--- config.mk ---
export PLATFORM = sky130hd
export DESIGN_NAME = slld_top
export DESIGN_NICKNAME = d
export VERILOG_FILES = /design/src/hdl/slld_pkg.sv /design/src/hdl/slld_regmem.sv /design/src/hdl/slld_top.sv
export VERILOG_INCLUDE_DIRS = /design/src /design/src/hdl
export SDC_FILE = /design/constraint.sdc
export NUM_CORES = 1
export LEC_CHECK = 0
export ABC_AREA = 0
export BUFFER_PORTS_ARGS = -buffer_cell sky130_fd_sc_hd__clkbuf_2
export CORE_MARGIN = 2
export CORE_UTILIZATION = 55
export DETAILED_ROUTE_END_ITERATION = 12
export PLACE_DENSITY = 0.77
export SLEW_MARGIN = 5
export SYNTH_ARGS = -nofsm -noshare
export SYNTH_HDL_FRONTEND = slang
export SYNTH_SLANG_ARGS = --single-unit
export TNS_END_PERCENT = 1
--- constraint.sdc ---
create_clock -name pclk -period 1.7 [get_ports pclk]
set_input_delay 0.085 -clock pclk [delete_from_list [all_inputs] [get_ports pclk]]
set_output_delay 0.085 -clock pclk [all_outputs]
set_load 0.02 [all_outputs]
--- src/hdl/slld_cfg.svh ---
/*
  Constants of the serial load and LO direction block: APB offsets, field
  positions, reset values and widths.
  Assumes it is included by the package, the design modules and the testbench.
*/
// What this block does
// - With the port enabled, each rising serial clock edge shifts the data bit into the 24-bit register.
// - With the port enabled, commit strobe rising copies the shift word into the register its 3 select bits name.
// - LO pins are inputs when pin low, drive bit 0, external bit 1; divider 0.
// - LO pins are outputs when pin high, or drive 1 and external 0; divider 1.
`ifndef SLLD_CFG_SVH
`define SLLD_CFG_SVH

// =====================================================================
// Word layout
`define SLLD_WORD_W        24
`define SLLD_SEL_W         3
`define SLLD_NREG          8
`define SLLD_LO_REG        3'h5
`define SLLD_LO_DRV_BIT    3
`define SLLD_LO_EXT_BIT    4
`define SLLD_LO_DIV_BIT    5

// =====================================================================
// APB map, byte addresses
`define SLLD_ADDR_W        12
`define SLLD_OFF_CTRL      12'h000
`define SLLD_OFF_STATUS    12'h004
`define SLLD_OFF_SHIFT     12'h008
`define SLLD_OFF_WORD0     12'h020
`define SLLD_OFF_WORD_END  12'h03c

// =====================================================================
// Register fields and reset values
`define SLLD_CTRL_EN_BIT   0
`define SLLD_CTRL_RST      32'h0000_0001
`define SLLD_ST_OUT_BIT    0
`define SLLD_ST_IN_BIT     1
`define SLLD_ST_PIN_BIT    2
`define SLLD_ST_DIVBAD_BIT 3
`define SLLD_ST_CNT_LSB    8

`endif

--- src/hdl/slld_pkg.sv ---
/*
  Types of the serial load and LO direction block.
  Assumes slld_cfg.svh is on the include path.
*/
`include "slld_cfg.svh"

package slld_pkg;

  // =====================================================================
  // Shared types
  typedef logic [`SLLD_WORD_W-1:0] slld_word_t;
  typedef logic [`SLLD_SEL_W-1:0]  slld_sel_t;

  // Pin levels, raw or filtered, one bit per serial or direction input.
  typedef struct packed {
    logic dirpin;
    logic strobe;
    logic sdata;
    logic sclk;
  } slld_pins_s;

  // LO path control bits kept from the LO register.
  typedef struct packed {
    logic div;
    logic ext;
    logic drv;
  } slld_lo_s;

endpackage : slld_pkg

--- src/hdl/slld_regmem.sv ---
/*
  Internal register store: eight words written by a committed serial word,
  read by the APB side through a registered read port.
  Assumes one clock, an active-low asynchronous reset and a clock enable.
*/
`timescale 1ns/10ps
`include "slld_cfg.svh"

module slld_regmem
  import slld_pkg::*;
(
  input  wire logic       pclk,
  input  wire logic       presetn,
  input  wire logic       clk_en,
  input  wire logic       we,
  input  wire slld_sel_t  waddr,
  input  wire slld_word_t wdata,
  input  wire logic       re,
  input  wire slld_sel_t  raddr,
  output slld_word_t      rdata_r
);

  slld_word_t mem_r [`SLLD_NREG];

  // =====================================================================
  // Storage; reset so every programmed setting starts at a known value.
  always_ff @(posedge pclk or negedge presetn) begin
    if (!presetn) begin
      for (int i = 0; i < `SLLD_NREG; i++) begin
        mem_r[i] <= '0;
      end
    end else if (clk_en && we) begin
      mem_r[waddr] <= wdata;
    end
  end

  // Read data leaves through a register, so the bus sees a clean level.
  always_ff @(posedge pclk or negedge presetn) begin
    if (!presetn) begin
      rdata_r <= '0;
    end else if (clk_en && re) begin
      rdata_r <= mem_r[raddr];
    end
  end

endmodule : slld_regmem

--- src/hdl/slld_top.sv ---
/*
  Serial load port and LO direction logic. The serial clock, data, commit
  strobe and LO direction pin come from outside and are sampled on pclk.
  Software reaches control, status and the committed words over APB.
  Assumes pclk is at least eight times the serial clock rate, so each
  serial level lasts several samples after filtering.
*/
`timescale 1ns/10ps
`include "slld_cfg.svh"

module slld_top
  import slld_pkg::*;
(
  input  wire logic                    pclk,
  input  wire logic                    presetn,
  input  wire logic                    clk_en,
  // APB slave.
  input  wire logic                    psel,
  input  wire logic                    penable,
  input  wire logic                    pwrite,
  input  wire logic [`SLLD_ADDR_W-1:0] paddr,
  input  wire logic [31:0]             pwdata,
  output logic      [31:0]             prdata,
  output logic                         pready,
  output logic                         pslverr,
  // Serial programming pins.
  input  wire logic                    sclk,
  input  wire logic                    sdata,
  input  wire logic                    word_commit_strobe,
  input  wire logic                    lo_direction_pin,
  // Internal LO source and the two-way LO pin pair.
  input  wire logic                    lo_source,
  input  wire logic                    lo_port_positive_i,
  output logic                         lo_port_positive_o,
  output logic                         lo_port_positive_oe_n,
  input  wire logic                    lo_port_negative_i,
  output logic                         lo_port_negative_o,
  output logic                         lo_port_negative_oe_n,
  output logic                         lo_ext_positive_r,
  output logic                         lo_ext_negative_r,
  output logic                         lo_is_output
);

  // =====================================================================
  // Pin synchronisers and filter
  slld_pins_s raw;
  slld_pins_s filt;
  slld_pins_s filt_d_r;

  assign raw = '{dirpin: lo_direction_pin, strobe: word_commit_strobe, sdata: sdata, sclk: sclk};

  // Three synchroniser flops and a filter flop per pin; a new level counts only once the second and third agree.
  for (genvar g = 0; g < 4; g++) begin : g_sync
    logic s1_r;
    logic s2_r;
    logic s3_r;
    logic f_r;
    always_ff @(posedge pclk or negedge presetn) begin
      if (!presetn) begin
        s1_r <= 1'b0;
        s2_r <= 1'b0;
        s3_r <= 1'b0;
        f_r  <= 1'b0;
      end else if (clk_en) begin
        s1_r <= raw[g];
        s2_r <= s1_r;
        s3_r <= s2_r;
        if (s2_r == s3_r) begin
          f_r <= s3_r;
        end
      end
    end
    assign filt[g] = f_r;
  end

  // Previous filtered levels for edge detection.
  always_ff @(posedge pclk or negedge presetn) begin
    if (!presetn) begin
      filt_d_r <= '0;
    end else if (clk_en) begin
      filt_d_r <= filt;
    end
  end

  // =====================================================================
  // Control register and edge decode
  logic [31:0] ctrl_r;
  logic        port_en;
  logic        sclk_rise;
  logic        strobe_rise;

  assign port_en     = ctrl_r[`SLLD_CTRL_EN_BIT];
  assign sclk_rise   = port_en & filt.sclk & ~filt_d_r.sclk;
  assign strobe_rise = port_en & filt.strobe & ~filt_d_r.strobe;

  // =====================================================================
  // Shift register and commit
  slld_word_t shift_r;
  slld_word_t shift_nxt;
  slld_sel_t  commit_sel;
  logic [7:0] commit_cnt_r;
  slld_lo_s   lo_r;

  // MSB first: each new bit enters at the bottom, so the last three select.
  assign shift_nxt  = {shift_r[`SLLD_WORD_W-2:0], filt.sdata};
  assign commit_sel = shift_r[`SLLD_SEL_W-1:0];

  always_ff @(posedge pclk or negedge presetn) begin
    if (!presetn) begin
      shift_r <= '0;
    end else if (clk_en && sclk_rise) begin
      shift_r <= shift_nxt;
    end
  end

  // Only a commit touches the stored words and the LO bits.
  always_ff @(posedge pclk or negedge presetn) begin
    if (!presetn) begin
      lo_r         <= '0;
      commit_cnt_r <= 8'h00;
    end else if (clk_en && strobe_rise) begin
      commit_cnt_r <= commit_cnt_r + 8'h01;
      if (commit_sel == `SLLD_LO_REG) begin
        lo_r.drv <= shift_r[`SLLD_LO_DRV_BIT];
        lo_r.ext <= shift_r[`SLLD_LO_EXT_BIT];
        lo_r.div <= shift_r[`SLLD_LO_DIV_BIT];
      end
    end
  end

  // =====================================================================
  // Committed word store
  logic       apb_setup;
  logic       word_hit;
  slld_sel_t  word_idx;
  slld_word_t mem_rdata;

  assign apb_setup = psel & ~penable;
  assign word_hit  = (paddr >= `SLLD_OFF_WORD0) && (paddr <= `SLLD_OFF_WORD_END) && (paddr[1:0] == 2'b00);
  assign word_idx  = paddr[4:2];

  slld_regmem u_mem (
    .pclk    (pclk),
    .presetn (presetn),
    .clk_en  (clk_en),
    .we      (strobe_rise),
    .waddr   (commit_sel),
    .wdata   (shift_r),
    .re      (apb_setup && !pwrite && word_hit),
    .raddr   (word_idx),
    .rdata_r (mem_rdata)
  );

  // =====================================================================
  // LO direction
  logic mode_out;
  logic mode_in;
  logic div_bad;

  // The pin forces outputs; otherwise the two register bits decide.
  assign mode_out = filt.dirpin | (lo_r.drv & ~lo_r.ext);
  assign mode_in  = ~filt.dirpin & ~lo_r.drv & lo_r.ext;
  // The divider bit must follow the direction; flag a mismatch for software.
  assign div_bad  = (mode_out & ~lo_r.div) | (mode_in & lo_r.div);

  // Other register combinations leave the pins undriven, which is the safe choice.
  always_ff @(posedge pclk or negedge presetn) begin
    if (!presetn) begin
      lo_is_output          <= 1'b0;
      lo_port_positive_o    <= 1'b0;
      lo_port_negative_o    <= 1'b0;
      lo_port_positive_oe_n <= 1'b1;
      lo_port_negative_oe_n <= 1'b1;
      lo_ext_positive_r     <= 1'b0;
      lo_ext_negative_r     <= 1'b0;
    end else if (clk_en) begin
      lo_is_output          <= mode_out;
      lo_port_positive_o    <= lo_source;
      lo_port_negative_o    <= ~lo_source;
      lo_port_positive_oe_n <= ~mode_out;
      lo_port_negative_oe_n <= ~mode_out;
      lo_ext_positive_r     <= mode_in & lo_port_positive_i;
      lo_ext_negative_r     <= mode_in & lo_port_negative_i;
    end
  end

  // =====================================================================
  // APB slave
  logic        sel_mem_r;
  logic        err_r;
  logic [31:0] misc_r;
  logic [31:0] status;
  logic        hit_ctrl;
  logic        hit_ro;
  logic        apb_write;

  assign status = {16'h0000, commit_cnt_r, 4'h0, div_bad, filt.dirpin, mode_in, mode_out};
  assign hit_ctrl  = (paddr == `SLLD_OFF_CTRL);
  assign hit_ro    = (paddr == `SLLD_OFF_STATUS) || (paddr == `SLLD_OFF_SHIFT) || word_hit;
  assign apb_write = psel & penable & pwrite & hit_ctrl & ~err_r;

  // Decode and capture in the setup cycle, so the access phase never waits.
  always_ff @(posedge pclk or negedge presetn) begin
    if (!presetn) begin
      sel_mem_r <= 1'b0;
      err_r     <= 1'b0;
      misc_r    <= 32'h0000_0000;
    end else if (clk_en && apb_setup) begin
      sel_mem_r <= ~pwrite & word_hit;
      err_r     <= pwrite ? ~hit_ctrl : ~(hit_ctrl | hit_ro);
      misc_r    <= pwrite ? 32'h0000_0000 :
                   hit_ctrl ? ctrl_r :
                   (paddr == `SLLD_OFF_STATUS) ? status :
                   (paddr == `SLLD_OFF_SHIFT) ? {8'h00, shift_r} : 32'h0000_0000;
    end
  end

  // Only the enable bit is writable; the rest of the word reads as zero.
  always_ff @(posedge pclk or negedge presetn) begin
    if (!presetn) begin
      ctrl_r <= `SLLD_CTRL_RST;
    end else if (clk_en && apb_write) begin
      ctrl_r <= {31'h0000_0000, pwdata[`SLLD_CTRL_EN_BIT]};
    end
  end

  assign pready  = 1'b1;
  assign pslverr = psel & penable & err_r;
  assign prdata  = sel_mem_r ? {8'h00, mem_rdata} : misc_r;

endmodule : slld_top

==> metrics.md <==
| Metric | Value |
|---|---|
| Endpoints failing setup | `202` |
| Die width | `between 150 and 200 um` |
| CP endpoint kind | `flop` |
| Die ar. | `~0.026 mm^2` |
| Largest family of logic cells by synthesized area | `multiplexers` |
| Global route total overflow | `0` |
| Worst Max-Slew Pin Slew | `1.09 ns` |
| Post-synth top flop | `dfrtp_1` |
| Post-DP Area | `0.0145 mm^2` |
| Initial antenna violation count | `0` |
| Max_slew headroom | `between 20 and 30%` |
| Failing checks | `negative setup slack` |
| Clk Latency, worst-skew pair | `approximately 0.55 ns` |
| Compound-gate portion of the synthesized area | `between 2 and 2.5%` |
| Vias | `7713` |
| Largest net degree at the start of global routing | `74` |
| Starting Density | `56.1%` |
| Ys async rst share | `100%` |
| Die Y | `~160 um` |
| Row count | `57` |
| CTS Buffer Depth | `3` |
| Number of synthesized flops with an enable pin | `0` |
| IR drop worst, VDD | `approximately 0.83 mV` |
| Synth unique cells | `between 50 and 60` |
| Leak | `~8.1 nW` |
| Seq/Total Area, Yosys | `~55%` |
| Status | `complete, but fails checks` |
| Hold Fails Final Rpt | `0` |
| Drt pass-1 iters | `4` |
| Global-route wire length before repair | `~47 mm` |
| Simple-Gate Fraction of Synth Area | `under 10%` |
| Worst setup SP type | `flop` |
| WL final | `29.1 mm` |
| Core Area | `roughly 0.024 mm^2` |
| Layout cell share with drive strength beyond 1 | `about 50%` |
| Syn Area/Cell | `approximately 16 um^2` |
| Arr. time, crit path | `around 2.4 ns` |
| Power Density | `about 930 mW/mm^2` |
| Worst-path clk slew | `about 0.060 ns` |
| Final TNS setup | `-25.26 ns` |
| Post-synthesis cell count | `slightly below 900` |
| Root Driver | `clkbuf_16` |
| Via-per-instance ratio | `5.86` |
| Class of the worst hold path | `input pin to flop` |
| Largest cells by area after synthesis | `dfrtp_1, mux2_2, mux4_1` |
| Worst clock skew | `between 0.009 and 0.01 ns` |
| Post-route cell area | `approximately 0.016 mm^2` |
| Final worst path period need | `1.96 ns` |
| Critical path's slowest cell | `dfstp_2` |
| Area Overhead vs Synth | `17.7%` |
| Synth Area in Adders | `less than 1%` |
| Slew Viols, Final | `0` |
| Max-cap viol count | `0` |
| Critical-path cell list | `and4b_2, nand2b_4, nor3b_4, buf_12, clkbuf_16, mux2_4` |
| Post-synthesis mux area share | `32.7%` |
| Final cycle utilization of the critical path | `115%` |
| RSZ-0062 raised after global routing | `true` |
| Synth Register Bits | `302` |
| Fmax | `just over 0.5 GHz` |
| Final ANT Viol Nets | `0` |
| WL/cell | `22.1 um` |
| # DRC | `0` |
| Critical path required time | `between 2 and 2.5 ns` |
| Buffers on Ports | `57` |
| Kind of critical path | `flop to flop` |
| Largest area contributor in the netlist | `dfrtp_1` |
| Initial DRC count | `between 300 and 400` |
| CTS tree | `done` |
| Synth Area in XOR/XNOR | `less than 1%` |
| Mapped cell area | `about 0.014 mm^2` |
| Detail Placement HPWL | `between 15 and 20 mm` |
| Worst hold margin | `approximately 0.022 ns` |
| Yosys Warn Count | `0` |
| Total Nets Final | `slightly above 1k` |
| Htree depth | `1` |
| Crit path largest cell delay | `0.53 ns` |
| Clock Sinks | `roughly 300` |
| Vias in the first global route | `between 8k and 9k` |
| Crit-path max FO | `8` |
| ANT cells | `0` |
| I/O pin total | `between 90 and 100` |
| RePlAce Congestion | `~0.76` |
| Inserted Clock Buffers | `31` |
| Commonest non-fill, non-tap cell in the layout | `dfrtp_1` |
| All-layer global routing usage | `a little under a quarter` |
| Commonest cells after routing, fill and taps aside | `dfrtp_1, mux2_2, mux2_4, clkbuf_2, buf_4` |
| Area share of the largest cell type after synthesis | `between 50% and 60%` |
| Setup slack after layout | `-0.258 ns` |
==> layer usage <==
metal  global-route usage [%]  part of all wire (%)  up-vias
met5                        0                     0        -
met1                     32.2                    45     4106
li1                         -                     -     3414
met2                     38.2                    50      146
met3                     2.65                   3.0       47
met4                     6.09                   2.5        0
==> cells by family after synthesis <==
group / after synthesis
mux: 337
flops: 302
simple gates: 95
buf+inv: 89
compound gates: 46
xor+xnor: 7
other cells: 2
fa+ha+maj: 1
==> stage by stage <==
stage | std cells | setup WS (ns) | total power [W] | utilization [%]
after global routing | 1317 | -0.275 | 0.0155 | 66.0
final | 1317 | -0.258 | 0.0150 | 66.0
after floorplan | 886 | -0.152 | 0.00786 | -
after global placement | 1240 | -0.234 | 0.00815 | 59.6
after detailed placement | 1240 | -0.275 | 0.00817 | 59.6
after CTS | 1309 | -0.192 | 0.0151 | 64.7
==> cells in the mapped netlist, types with 3 or more instances <==
master,count
mux4_2,12
a21oi_1,13
nand3_1,3
dfrtp_1,300
mux2i_1,3
mux4_1,36
and2_1,11
nand2_1,13
nor2b_1,11
a22o_1,12
or2_2,4
o21ai_0,5
xnor2_1,5
clkbuf_1,32
a221o_1,7
nand2b_1,14
nor4_4,3
nor2_1,12
mux2_2,272
inv_1,7
o22ai_1,3
buf_6,12
nand4_1,5
mux2_1,14
buf_4,20
buf_2,13
clkbuf_8,3
==> report_power, final <==
part           switching [W]  total [W]  leakage [nW]  internal, W
Clock                0.00276    0.00691         0.509      0.00415
Combinational       0.000417   0.000697          3.43     0.000280
Sequential         0.0000742    0.00737          4.17      0.00730
Total                0.00325     0.0150          8.11       0.0117
==> worst paths after layout <==
| check | startpoint | to | slack [ns] | depth (start not counted) |
|---|---|---|---|---|
| worst min-delay path | paddr[10] | err_r | 0.02 | 5 |
| min in group asynchronous | presetn | lo_r[2] | 0.14 | 3 |
| max in group asynchronous | presetn | u_mem.mem_r[0] | 0.44 | 3 |
| worst min register to register | u_mem.mem_r[144] | u_mem.mem_r[144] | 0.47 | 1 |
| worst max-delay path | ctrl_r[0] | u_mem.mem_r[92] | -0.26 | 6 |
| worst max register to register | ctrl_r[0] | u_mem.mem_r[92] | -0.26 | 6 |
==> worst max-delay path, delay by kind of cell, from the launching register on <==
family	cells	cell delay [ns]
simple gates	3	0.67
flops	1	0.53
buf+inv	2	0.33
mux	1	0.31
==> sequential cells by signal (all words and copies together) (netlist names) <==
register / count
filt_d_r: 2
commit_cnt_r: 8
lo_port_negative_oe_n: 1
ctrl_r: 1
lo_r: 3
g_sync.s2_r: 4
lo_ext_negative_r: 1
u_mem.mem_r: 192
lo_port_positive_o: 1
sel_mem_r: 1
lo_is_output: 1
u_mem.rdata_r: 24
shift_r: 24
misc_r: 24
lo_ext_positive_r: 1
g_sync.s1_r: 4
err_r: 1
g_sync.s3_r: 4
lo_port_negative_o: 1
g_sync.f_r: 4
==> final cells by class <==
cell class	count	area, um^2
well taps	324	405
fillers	1656	8260
inverters	7	26.3
clock buffers	41	863
repair buffers	136	1240
flip-flops and latches	302	7560
clock inverters	12	174
multi-input cells	495	5790
==> what timing repair did <==
| action | CTS | global route |
|---|---|---|
| setup buffers | 0 | 6 |
| pin swaps | 1 | 2 |
| gates cloned | 0 | 2 |
| hold buffers | 16 | 0 |
| endpoints found under the setup margin | 182 | 224 |
| resized for setup | 7 | 77 |
| endpoints found under the hold margin | 312 | 0 |
No activity file was read; power rests on OpenSTA's default activity.
